$ cat src/sad_pkg.sv
/*
 * sad_pkg: shared constants, types and helpers of the system address decoder.
 * Assumes a 17-bit byte address from the processor and a 16-bit data bus.
 */
package sad_pkg;

	// =====================================================================
	// widths and target indices
	localparam int ADDR_W = 17;
	localparam int DATA_W = 16;
	localparam int TGT_N = 9;
	localparam int T_PFLASH = 0;
	localparam int T_SRAM = 1;
	localparam int T_BROM = 2;
	localparam int T_DFLO = 3;
	localparam int T_DFHI = 4;
	localparam int T_CAN = 5;
	localparam int T_BIU = 6;
	localparam int T_IOX = 7;
	localparam int T_PERI = 8;

	// =====================================================================
	// region bounds, inclusive
	localparam logic [16:0] PF_LO = 17'h00000;
	localparam logic [16:0] PF_HI = 17'h0bfff;
	localparam logic [16:0] SR_LO = 17'h0c000;
	localparam logic [16:0] SR_HI = 17'h0cbff;
	localparam logic [16:0] BR_LO = 17'h0e000;
	localparam logic [16:0] BR_HI = 17'h0e5ff;
	localparam logic [16:0] DL_LO = 17'h0e800;
	localparam logic [16:0] DL_HI = 17'h0efff;
	localparam logic [16:0] DH_LO = 17'h0f000;
	localparam logic [16:0] DH_HI = 17'h0f07f;
	localparam logic [16:0] DR_LO = 17'h0f080;
	localparam logic [16:0] DR_HI = 17'h0f3ff;
	localparam logic [16:0] CAN_LO = 17'h0f400;
	localparam logic [16:0] CAN_HI = 17'h0f7ff;
	localparam logic [16:0] BIU_LO = 17'h0f800;
	localparam logic [16:0] BIU_HI = 17'h0faff;
	localparam logic [16:0] IOX_LO = 17'h0fb00;
	localparam logic [16:0] IOX_HI = 17'h0fbff;
	localparam logic [16:0] PER_LO = 17'h0fc00;
	localparam logic [16:0] PER_HI = 17'h0ffff;
	localparam logic [16:0] PFU_LO = 17'h1c000;
	localparam logic [16:0] PFU_HI = 17'h1ffff;

	// =====================================================================
	// register sub-spaces
	localparam logic [16:0] CAN_MB_LAST = 17'h0f4ff;
	localparam int CAN_MB_LSB = 4;
	localparam logic [16:0] CAN_REG_LO = 17'h0f500;
	localparam logic [16:0] CAN_REG_HI = 17'h0f51f;
	localparam logic [16:0] BIU_CFG = 17'h0f900;
	localparam logic [16:0] BIU_IOZ = 17'h0f902;
	localparam logic [16:0] BIU_SZ0 = 17'h0f904;
	localparam logic [16:0] GPB_LO = 17'h0fb00;
	localparam logic [16:0] GPB_HI = 17'h0fb07;
	localparam logic [16:0] GPC_LO = 17'h0fb10;
	localparam logic [16:0] GPC_HI = 17'h0fb17;
	localparam logic [15:0] RDATA_RST = 16'h0000;

	// peripheral sub-ranges; id is index + 1, zero means none
	localparam int PSUB_N = 16;
	localparam logic [15:0] PSUB_LO [PSUB_N] = '{
		16'hfc40, 16'hfca0, 16'hfcc0, 16'hfce0, 16'hfd20, 16'hfe00,
		16'hfe40, 16'hfe60, 16'hfe80, 16'hfec0, 16'hfee0, 16'hff20,
		16'hff40, 16'hff60, 16'hff80, 16'hffc0};
	localparam logic [15:0] PSUB_HI [PSUB_N] = '{
		16'hfc8b, 16'hfca9, 16'hfcc9, 16'hfce9, 16'hfd29, 16'hfe1f,
		16'hfe4f, 16'hfe67, 16'hfe8f, 16'hfecb, 16'hfee9, 16'hff2b,
		16'hff51, 16'hff71, 16'hffa5, 16'hffd1};
	localparam logic [15:0] PSUB_CMP = 16'hffe0;

	// =====================================================================
	// types
	typedef enum logic [2:0] {
		ST_IDLE = 3'b001,
		ST_ACC = 3'b010,
		ST_RESP = 3'b100
	} sad_state_t;

	typedef enum logic [1:0] {
		W_ANY = 2'h0,
		W_BYTE = 2'h1,
		W_WORD = 2'h2
	} sad_wclass_t;

	function automatic logic sad_in(input logic [16:0] a, input logic [16:0] lo,
		input logic [16:0] hi);
		return (a >= lo) && (a <= hi);
	endfunction

endpackage

$ cat src/sad_decoder.sv
/*
 * sad_decoder: system address decoder between the processor bus and the
 * memories and register files. Assumes the processor holds its request
 * until it is taken and that every target answers reads combinationally
 * in the cycle its select is high.
 */
`timescale 1ns/1ps
// Functional notes
// - only the low 64K and the upper flash window are decoded.
// - 0000-BFFF selects program flash.
// - C000-CBFF selects static RAM.
// - E000-E5FF selects boot ROM.
// - E800-EFFF and F000-F07F select the two data flash arrays.
// - F080-F3FF is reserved and selects nothing.
// - F400-F7FF selects the CAN space.
// - CAN message buffers are 16-byte blocks from F400 to F4F0.
// - CAN word registers sit at even addresses F500 to F51E.
// - F800-FAFF selects bus interface unit peripherals.
// - FB00-FBFF selects I/O expansion; ports B and C decode inside.
// - FC00-FFFF selects peripherals with a sub-range id.
// - 1C000-1FFFF selects the upper program flash window.
// - byte registers take byte transactions only.
// - word registers take word transactions only.
// - registers sit at even addresses; byte registers use low data lines.
// - reserved bits read back as whatever the target drives.
module sad_decoder
	import sad_pkg::*;
(
	// clock and reset
	input wire logic MCLK_I,
	input wire logic SYS_RST_I,
	// processor side
	input wire logic [sad_pkg::ADDR_W-1:0] BUS_ADDR_I,
	input wire logic BUS_RD_I,
	input wire logic BUS_WR_I,
	input wire logic BUS_WORD_I,
	input wire logic [sad_pkg::DATA_W-1:0] BUS_WDATA_I,
	output logic BUS_BUSY_O,
	output logic BUS_READY_O,
	output logic BUS_ERR_O,
	output logic [sad_pkg::DATA_W-1:0] BUS_RDATA_O,
	// target side
	input wire logic [sad_pkg::TGT_N-1:0][sad_pkg::DATA_W-1:0] TGT_RDATA_I,
	output logic [sad_pkg::TGT_N-1:0] TGT_SEL_O,
	output logic TGT_RD_O,
	output logic TGT_WR_O,
	output logic TGT_WORD_O,
	output logic [sad_pkg::ADDR_W-1:0] TGT_ADDR_O,
	output logic [sad_pkg::DATA_W-1:0] TGT_WDATA_O,
	// register sub-space selects
	output logic [3:0] CAN_MB_IDX_O,
	output logic CAN_REG_SEL_O,
	output logic GPIO_B_SEL_O,
	output logic GPIO_C_SEL_O,
	output logic [4:0] PERIPH_SUB_O
);
	// =====================================================================
	// decode of the incoming address
	logic [TGT_N-1:0] dec_sel;
	logic dec_reg;
	sad_wclass_t dec_wclass;
	logic [3:0] dec_mb;
	logic dec_can_reg;
	logic dec_gpb;
	logic dec_gpc;
	logic [4:0] dec_psub;

	sad_region_decode u_dec (
		.addr_i(BUS_ADDR_I),
		.tgt_sel_o(dec_sel),
		.reg_space_o(dec_reg),
		.wclass_o(dec_wclass),
		.can_mb_o(dec_mb),
		.can_reg_o(dec_can_reg),
		.gpb_o(dec_gpb),
		.gpc_o(dec_gpc),
		.psub_o(dec_psub)
	);

	function automatic logic [15:0] sel_data(input logic [TGT_N-1:0] sel,
		input logic [TGT_N-1:0][15:0] d);
		logic [15:0] r;
		r = 16'h0000;
		for (int i = 0; i < TGT_N; i++) begin
			if (sel[i]) begin
				r = r | d[i];
			end
		end
		return r;
	endfunction

	// =====================================================================
	// legality of the request
	sad_state_t state;
	sad_state_t next_state;
	wire req = BUS_RD_I | BUS_WR_I;
	wire take = (state == ST_IDLE) & req;
	wire mapped = |dec_sel;
	wire width_ok = (dec_wclass == W_ANY) ||
		(dec_wclass == W_BYTE && !BUS_WORD_I) ||
		(dec_wclass == W_WORD && BUS_WORD_I);
	wire align_ok = !dec_reg || !BUS_ADDR_I[0];
	wire legal = mapped & width_ok & align_ok;
	// byte access in register space drives only the low data lines
	wire byte_reg = dec_reg & ~BUS_WORD_I;
	wire [15:0] wdata_lane = byte_reg ? {8'h00, BUS_WDATA_I[7:0]} : BUS_WDATA_I;

	// =====================================================================
	// state machine: take, access, answer
	always_comb begin
		case (state)
			ST_IDLE: next_state = take ? ST_ACC : ST_IDLE;
			ST_ACC: next_state = ST_RESP;
			ST_RESP: next_state = ST_IDLE;
			default: next_state = ST_IDLE;
		endcase
	end

	always_ff @(posedge MCLK_I or posedge SYS_RST_I) begin
		if (SYS_RST_I) begin
			state <= ST_IDLE;
		end else begin
			state <= next_state;
		end
	end

	assign BUS_BUSY_O = (state != ST_IDLE);
	assign BUS_READY_O = (state == ST_RESP);

	// =====================================================================
	// request capture; an illegal request never reaches a target
	logic req_ok;
	logic req_byte_reg;
	wire [TGT_N-1:0] next_sel = legal ? dec_sel : '0;

	always_ff @(posedge MCLK_I or posedge SYS_RST_I) begin
		if (SYS_RST_I) begin
			TGT_SEL_O <= '0;
			TGT_RD_O <= 1'b0;
			TGT_WR_O <= 1'b0;
		end else if (take) begin
			TGT_SEL_O <= next_sel;
			TGT_RD_O <= BUS_RD_I & legal;
			TGT_WR_O <= BUS_WR_I & ~BUS_RD_I & legal;
		end else if (state == ST_ACC) begin
			TGT_SEL_O <= '0;
			TGT_RD_O <= 1'b0;
			TGT_WR_O <= 1'b0;
		end
	end

	always_ff @(posedge MCLK_I or posedge SYS_RST_I) begin
		if (SYS_RST_I) begin
			TGT_ADDR_O <= '0;
			TGT_WDATA_O <= '0;
			TGT_WORD_O <= 1'b0;
			req_ok <= 1'b0;
			req_byte_reg <= 1'b0;
		end else if (take) begin
			TGT_ADDR_O <= BUS_ADDR_I;
			TGT_WDATA_O <= wdata_lane;
			TGT_WORD_O <= BUS_WORD_I;
			req_ok <= legal;
			req_byte_reg <= byte_reg;
		end
	end

	// sub-space selects stand with the target select
	always_ff @(posedge MCLK_I or posedge SYS_RST_I) begin
		if (SYS_RST_I) begin
			CAN_MB_IDX_O <= 4'h0;
			CAN_REG_SEL_O <= 1'b0;
			GPIO_B_SEL_O <= 1'b0;
			GPIO_C_SEL_O <= 1'b0;
			PERIPH_SUB_O <= 5'h00;
		end else if (take) begin
			CAN_MB_IDX_O <= legal ? dec_mb : 4'h0;
			CAN_REG_SEL_O <= legal & dec_can_reg;
			GPIO_B_SEL_O <= legal & dec_gpb;
			GPIO_C_SEL_O <= legal & dec_gpc;
			PERIPH_SUB_O <= legal ? dec_psub : 5'h00;
		end else if (state == ST_ACC) begin
			CAN_MB_IDX_O <= 4'h0;
			CAN_REG_SEL_O <= 1'b0;
			GPIO_B_SEL_O <= 1'b0;
			GPIO_C_SEL_O <= 1'b0;
			PERIPH_SUB_O <= 5'h00;
		end
	end

	// =====================================================================
	// read answer; reserved bits pass through unfiltered
	wire [15:0] raw_rdata = sel_data(TGT_SEL_O, TGT_RDATA_I);
	wire [15:0] next_rdata = !(req_ok & TGT_RD_O) ? RDATA_RST :
		(req_byte_reg ? {8'h00, raw_rdata[7:0]} : raw_rdata);

	always_ff @(posedge MCLK_I or posedge SYS_RST_I) begin
		if (SYS_RST_I) begin
			BUS_RDATA_O <= RDATA_RST;
			BUS_ERR_O <= 1'b0;
		end else if (state == ST_ACC) begin
			BUS_RDATA_O <= next_rdata;
			BUS_ERR_O <= ~req_ok;
		end else if (state == ST_RESP) begin
			BUS_ERR_O <= 1'b0;
		end
	end
endmodule

$ cat src/sad_region_decode.sv
/*
 * sad_region_decode: combinational map of a processor address onto targets
 * and register sub-spaces. Assumes a stable address from the caller.
 */
`timescale 1ns/1ps
module sad_region_decode
	import sad_pkg::*;
(
	// address
	input wire logic [sad_pkg::ADDR_W-1:0] addr_i,
	// decode results
	output logic [sad_pkg::TGT_N-1:0] tgt_sel_o,
	output logic reg_space_o,
	output sad_pkg::sad_wclass_t wclass_o,
	output logic [3:0] can_mb_o,
	output logic can_reg_o,
	output logic gpb_o,
	output logic gpc_o,
	output logic [4:0] psub_o
);
	wire low64 = ~addr_i[16];
	wire [16:0] a = addr_i;

	// upper window shares the program flash target
	assign tgt_sel_o[T_PFLASH] = sad_in(a, PF_LO, PF_HI) | sad_in(a, PFU_LO, PFU_HI);
	assign tgt_sel_o[T_SRAM] = sad_in(a, SR_LO, SR_HI);
	assign tgt_sel_o[T_BROM] = sad_in(a, BR_LO, BR_HI);
	assign tgt_sel_o[T_DFLO] = sad_in(a, DL_LO, DL_HI);
	assign tgt_sel_o[T_DFHI] = sad_in(a, DH_LO, DH_HI);
	assign tgt_sel_o[T_CAN] = sad_in(a, CAN_LO, CAN_HI);
	assign tgt_sel_o[T_BIU] = sad_in(a, BIU_LO, BIU_HI);
	assign tgt_sel_o[T_IOX] = sad_in(a, IOX_LO, IOX_HI);
	assign tgt_sel_o[T_PERI] = sad_in(a, PER_LO, PER_HI);

	assign reg_space_o = low64 & (a >= CAN_LO);
	assign can_reg_o = sad_in(a, CAN_REG_LO, CAN_REG_HI);
	wire can_mb = sad_in(a, CAN_LO, CAN_MB_LAST);
	assign can_mb_o = can_mb ? a[CAN_MB_LSB +: 4] : 4'h0;
	assign gpb_o = sad_in(a, GPB_LO, GPB_HI);
	assign gpc_o = sad_in(a, GPC_LO, GPC_HI);

	// width class of the register at this address, where it is known
	wire w_word = can_mb | can_reg_o | (a == BIU_IOZ) | (a == BIU_SZ0);
	wire w_byte = gpb_o | gpc_o | (a == BIU_CFG);
	assign wclass_o = w_word ? W_WORD : (w_byte ? W_BYTE : W_ANY);

	always_comb begin
		psub_o = 5'h00;
		if (tgt_sel_o[T_PERI]) begin
			for (int i = 0; i < PSUB_N; i++) begin
				if (a[15:0] >= PSUB_LO[i] && a[15:0] <= PSUB_HI[i]) begin
					psub_o = 5'(i + 1);
				end
			end
			if (a[15:0] == PSUB_CMP || a[15:0] == PSUB_CMP + 16'h0001) begin
				psub_o = 5'(PSUB_N + 1);
			end
		end
	end

endmodule

$ cat config.mk
export PLATFORM = sky130hd
export DESIGN_NAME = sad_decoder
export DESIGN_NICKNAME = d
export VERILOG_FILES = /design/src/sad_pkg.sv /design/src/sad_decoder.sv /design/src/sad_region_decode.sv
export SDC_FILE = /design/constraint.sdc
export NUM_CORES = 1
export LEC_CHECK = 0
export BUFFER_PORTS_ARGS = -buffer_cell sky130_fd_sc_hd__buf_2
export CAP_MARGIN = 20
export CORE_ASPECT_RATIO = 1.2
export CORE_UTILIZATION = 40
export CTS_BUF_LIST = sky130_fd_sc_hd__clkbuf_16
export DETAILED_ROUTE_END_ITERATION = 12
export PLACE_DENSITY = 0.77
export SKIP_CTS_REPAIR_TIMING = 1
export SLEW_MARGIN = 0
export SYNTH_ARGS = -nofsm -noshare
export SYNTH_HDL_FRONTEND = slang
export SYNTH_SLANG_ARGS = --single-unit
$ cat constraint.sdc
create_clock -name MCLK_I -period 2.2 [get_ports MCLK_I]
set_input_delay 0.22 -clock MCLK_I [delete_from_list [all_inputs] [get_ports MCLK_I]]
set_output_delay 0.22 -clock MCLK_I [all_outputs]
set_load 0.02 [all_outputs]
==> run_results.csv, run 1 <==
group,metric,value,unit
placement,hpwl,14300,um
critical_path,rr_endpoint,"TGT_SEL_O[1]$_DFFE_PP0P_",
die,die_x,98.7,um
critical_path,end_kind,"flop",
clocking,cts.sinks,79,
die,start_util,40.9,%
logic_synthesis,synthCells,504,
run_status,violations,"negative hold slack",
logic_synthesis,yosys_warnings,0,
critical_path,required,2.44,ns
final_layout,filler_cell_count,1023,
timing,period_share,94.9,%
final_layout,drive_gt1_share,40.8,%
logic_synthesis,synthArstFlopShare,100,%
clocking,clock_tree.root_cell,"clkbuf_16",
worst_hold_path,hp-class,"input pin to async pin",
final_layout,mostFrequentLayoutCells,"buf_2, nand2_1, dfrtp_1",
logic_synthesis,syn_area,4490,sq um
global_route,antenna_found_initial,4,
final_layout,reg_top3,"TGT_ADDR_O (17), BUS_RDATA_O (16), TGT_WDATA_O (16)",
logic_synthesis,ys_ff_latch,79,
final_layout,top_register,"TGT_ADDR_O",
logic_synthesis,yosysUniqueCellTypes,65,
logic_synthesis,synth_ff_type,"dfrtp_1",
clocking,path_clk_slew,0.07,ns
logic_synthesis,ys_seq_area_share,44.1,%
final_layout,largest_reg_flops,17,
placement,place_area,5910,sq um
final_layout,stdcell_area,6250,sq um
detailed_routing,num_vias,5319,
timing,setup_viol,0,
detailed_routing,firstDrtPassIters,7,
clocking,clockBufferDepth,2,
critical_path,crit_start,"state[0]$_DFF_PP1_",
run,drv_cap,0,
die,rows,42,
timing,max_freq,0.479,GHz
global_route,track_usage,32.4,%
timing,relSlewSlack,26.1,%
detailed_routing,drc,0,
detailed_routing,via_per_inst,6.01,
global_route,grt_pass1_wl,28900,um
timing,tightest_slew,1.10,ns
pwr,power_density,1020,nW/um^2
timing,rsz0062_at_grt,"false",
critical_path,endpoint,"TGT_SEL_O[1]$_DFFE_PP0P_",
critical_path,worstPathArrival,2.33,ns
die,ioPinCount,258,
critical_path,worstSetupPathType,"flop to flop",
pwr,p_leak,3.25,nW
final_layout,syn_to_final_growth,39.1,%
die,die_height,118,um
final_layout,layout_commonest_cell,"buf_2",
pwr,vdd_drop_max,0.000700,V
clocking,cts_tree,"done",
die,dieArea,11700,sq um
critical_path,path_max_fanout,7,
placement,place_congestion,0.963,
detailed_routing,routed_wl,18800,um
die,core_area,11000,sq um
critical_path,reg2regPathDepth,6,
critical_path,reg2reg_slack,0.11,ns
clocking,cts_inserted_buffers,9,
timing,holdWs,-0.00876,ns
critical_path,setup.worst_path.start_class,"flop",
logic_synthesis,synth_edf_count,0,
final_layout,nets,927,
timing,hold_viol_final,15,
timing,fin_crit,2.09,ns
detailed_routing,wl_per_cell,21.3,um
logic_synthesis,syn_area_per_cell,8.91,sq um
detailed_routing,ant_nets,0,
placement,numPortBuffers,257,
timing,tns,0,ns
logic_synthesis,syn-num-nets,686,
clocking,insertion_delay,0.34,ns
global_route,grt_max_degree,80,
timing,skew,0.00874,ns
timing,maxSlewViolCount,0,
clocking,htreeDepth,3,
global_route,grt_pass1_vias,5200,
run_status,status,"complete, but fails checks",
global_route,overflow,0,
critical_path,r2r-start,"state[0]$_DFF_PP1_",
detailed_routing,drtIter0Drc,448,
==> metrics by stage <==
step                      hold WS (ns)  cells  utilization [%]  setup slack, ns  power, mW
after CTS                       0.0209    882             56.8            0.142       6.39
after floorplan                  0.320    504                -            0.104       3.74
final                         -0.00876    885             56.9            0.113       6.38
after detailed placement         0.376    866             53.8            0.161       4.73
after global routing            0.0387    883             56.8           0.0267       6.72
after global placement           0.365    866             53.8            0.197       4.67
==> layer usage <==
layer	vias up	track usage (%)	wire length (um)
li1	2387	-	-
met1	2556	40.2	7350
met2	323	54.4	9170
met3	49	7.78	1700
met4	4	11.9	563
met5	-	0	27
==> synthesized netlist by cell type, types with 5 or more instances <==
cell | n | area (sq um)
a22o_1 | 27 | 236
a221oi_1 | 16 | 140
o31ai_1 | 9 | 67.6
clkbuf_1 | 37 | 139
nor3_1 | 10 | 50.1
and3_1 | 5 | 31.3
nor2_1 | 13 | 48.8
nand3_1 | 26 | 130
a21oi_1 | 10 | 50.1
a22oi_1 | 24 | 180
a21o_1 | 5 | 37.5
o21ai_0 | 22 | 110
inv_1 | 9 | 33.8
a222oi_1 | 16 | 160
nand2_1 | 108 | 405
dfrtp_1 | 78 | 1950
==> where the power goes <==
group	internal [mW]	switching, mW	total, mW	leakage, nW
registers	1.89	0.300	2.19	1.03
clock network	1.01	0.646	1.66	0.162
logic	0.903	1.64	2.54	2.05
total	3.80	2.58	6.38	3.25
==> critical path, stage by stage (launching register included) <==
cell,delay (ns)
dfstp_2,0.54
or3b_1,0.36
a21o_1,0.21
clkinv_1,0.09
o211ai_2,0.18
or3_1,0.38
o31ai_1,0.24
==> cell type report <==
type / instances / area (sq um) / share of cell area (%)
multi-input combinational: 368 / 2280 / 36.5
inverter: 10 / 41.3 / 0.661
antenna: 3 / 7.51 / 0.120
timing repair buffer: 277 / 1450 / 23.2
clock inverter: 7 / 103 / 1.64
sequential: 79 / 1980 / 31.7
tap: 132 / 165 / 2.64
clock buffer: 9 / 225 / 3.60
==> worst min path at each step <==
stage              start                           to  slack (ns)  depth (start not counted)
2_1_floorplan   BUS_RD_I         TGT_WR_O$_DFFE_PP0P_        0.32                          1
3_3_place_gp   SYS_RST_I  BUS_RDATA_O[11]$_DFFE_PP0P_        0.37                          3
3_5_place_dp   SYS_RST_I  BUS_RDATA_O[14]$_DFFE_PP0P_        0.38                          3
4_1_cts        SYS_RST_I   TGT_ADDR_O[13]$_DFFE_PP0P_        0.02                          3
5_1_grt        SYS_RST_I   BUS_RDATA_O[0]$_DFFE_PP0P_        0.04                          3
6_report       SYS_RST_I  BUS_RDATA_O[14]$_DFFE_PP0P_      -0.009                          3
==> logic make-up (layout without fill, tap and decap cells) <==
| family | after synthesis | after routing | synth area share, % |
|---|---|---|---|
| AOI/OAI and AO/OA | 163 | 163 | 28.4 |
| xor gates and xnor gates | 2 | 2 | 0.390 |
| adders and majority gates | 1 | 1 | 0.223 |
| buffers and inverters | 57 | 303 | 5.18 |
| DFF | 79 | 79 | 44.1 |
| muxes | 1 | 1 | 0.223 |
| other | 0 | 3 | 0 |
| and+or+nand+nor | 201 | 201 | 21.5 |
No activity file was read; power rests on OpenSTA's default activity.
==> run 2: changes to the inputs <==
--- a/constraint.sdc
+++ b/constraint.sdc
@@ -3,2 +3,2 @@
 set_output_delay 0.22 -clock MCLK_I [all_outputs]
-set_load 0.02 [all_outputs]
+set_load 0.1 [all_outputs]
==> run_results.csv, run 2 (synthesis gave the netlist of run 1 again) <==
group,metric,value,unit
global_route,grt_max_degree,46,
pwr,power_density,1410,nW/um^2
worst_hold_path,min_path_cells,3,
final_layout,layout_commonest_cell,"buf_2",
clocking,clock_tree.root_cell,"clkbuf_16",
critical_path,worst-path-buf-inv,1,
timing,setup_slack,0.113,ns
timing,holdWs,0.0762,ns
critical_path,path_max_fanout,9,
clocking,path_clk_slew,0.06,ns
placement,numPortBuffers,257,
detailed_routing,firstDrtPassIters,6,
placement,place_area,5910,sq um
worst_hold_path,hp-class,"input pin to flop",
critical_path,crit_family,"simple AND/OR/NAND/NOR gates",
final_layout,reg_top3,"TGT_ADDR_O (17), BUS_RDATA_O (16), TGT_WDATA_O (16)",
timing,setup_viol,0,
detailed_routing,drtIter0Drc,385,
critical_path,end_kind,"flop",
clocking,cts.sinks,79,
global_route,grt_pass1_vias,5177,
critical_path,setup.worst_path.start_class,"flop",
critical_path,cpPeakStageDelay,0.55,ns
timing,relSlewSlack,31.4,%
final_layout,nets,926,
timing,tightest_slew,1.02,ns
detailed_routing,routed_wl,18400,um
die,core_area,11000,sq um
clocking,cts_inserted_buffers,9,
detailed_routing,num_vias,5312,
critical_path,cp_cell_sequence,"or3b_4 > a21o_1 > clkinv_1 > o211ai_2 > or3_1 > o31ai_1",
final_layout,largest_reg_flops,17,
detailed_routing,ant_nets,0,
critical_path,cp_slowest_cell,"dfstp_2",
run_status,status,"finished, final reports clean",
final_layout,filler_cell_count,985,
placement,pre_cts_ws,0.101,ns
die,dieArea,11700,sq um
final_layout,top_register,"TGT_ADDR_O",
pwr,vdd_drop_max,0.00135,V
critical_path,cp.depth,6,
final_layout,multi_input_area,2290,sq um
die,die_x,98.7,um
final_layout,stdcell_area,6240,sq um
final_layout,mostFrequentLayoutCells,"buf_2, nand2_1, dfrtp_1",
clocking,cts_tree,"done",
global_route,track_usage,31.7,%
critical_path,worstSetupPathType,"flop to flop",
timing,maxSlewViolCount,0,
global_route,antenna_found_initial,2,
final_layout,drive_gt1_share,40.7,%
clocking,clockBufferDepth,2,
critical_path,worstPathArrival,2.33,ns
critical_path,required,2.44,ns
final_layout,seq_area,1980,sq um
timing,hold_viol_final,0,
critical_path,reg2reg_slack,0.11,ns
timing,skew,0.00666,ns
die,start_util,40.9,%
global_route,overflow,0,
die,die_height,118,um
timing,rsz0062_at_grt,"false",
critical_path,reg2regPathDepth,6,
run,drv_cap,0,
placement,place_congestion,0.997,
timing,max_freq,0.479,GHz
die,rows,42,
timing,period_share,94.8,%
final_layout,syn_to_final_growth,39.0,%
timing,fin_crit,2.09,ns
pwr,p_leak,3.24,nW
timing,tns,0,ns
clocking,insertion_delay,0.34,ns
clocking,htreeDepth,3,
detailed_routing,wl_per_cell,20.8,um
detailed_routing,drc,0,
detailed_routing,via_per_inst,6.02,
die,ioPinCount,258,
global_route,grt_pass1_wl,28100,um
placement,hpwl,14200,um
## run 2: cell types whose count changed in the layout (fill, tap and decap cells not counted), sizes merged
cell,previous run,this run
buf,277,275
diode,3,2
dlygate4sd3,0,1
## run 2: final cells by class
cell class                 count  share of cell area, %
clock buffer                   9                   3.61
clock inverter                 7                   1.52
inverter                      10                  0.662
sequential                    79                   31.7
timing repair buffer         276                   23.1
tap                          132                   2.65
antenna                        2                 0.0802
multi-input combinational    368                   36.6
## run 2: worst paths after layout
kind                                            start                          to
setup / recovery                   state[0]$_DFF_PP1_    TGT_SEL_O[1]$_DFFE_PP0P_
hold / removal                         BUS_WDATA_I[3]  TGT_WDATA_O[3]$_DFFE_PP0P_
setup reg to reg                   state[0]$_DFF_PP1_    TGT_SEL_O[1]$_DFFE_PP0P_
hold reg to reg            TGT_ADDR_O[13]$_DFFE_PP0P_  TGT_ADDR_O[13]$_DFFE_PP0P_
max in group asynchronous                   SYS_RST_I          state[0]$_DFF_PP1_
min in group asynchronous                   SYS_RST_I  BUS_RDATA_O[0]$_DFFE_PP0P_
## run 2: worst register-to-register path, cell delays in order (launching register included)
cell	delay [ns]
dfstp_2	0.55
or3b_4	0.38
a21o_1	0.20
clkinv_1	0.08
o211ai_2	0.20
or3_1	0.39
o31ai_1	0.20
## run 2: per-layer routing
layer	up-vias	GRT usage [%]	share of wire [%]
met5	-	0	0
li1	2399	-	-
met1	2532	39.0	39
met2	334	52.9	48
met4	0	13.9	3.7
met3	47	7.36	9.5
## run 2: per-stage QoR
stage / total power [mW] / std cells / utilization (%)
2_1_floorplan: 6.15 / 504 / -
3_3_place_gp: 7.11 / 864 / 53.8
3_5_place_dp: 7.18 / 864 / 53.8
4_1_cts: 8.82 / 880 / 56.7
5_1_grt: 9.13 / 882 / 56.8
6_report: 8.79 / 883 / 56.8
## run 2: where the power goes
part	switching, mW	internal, mW
clock network	0.613	0.998
registers	0.307	1.89
logic	4.07	0.905
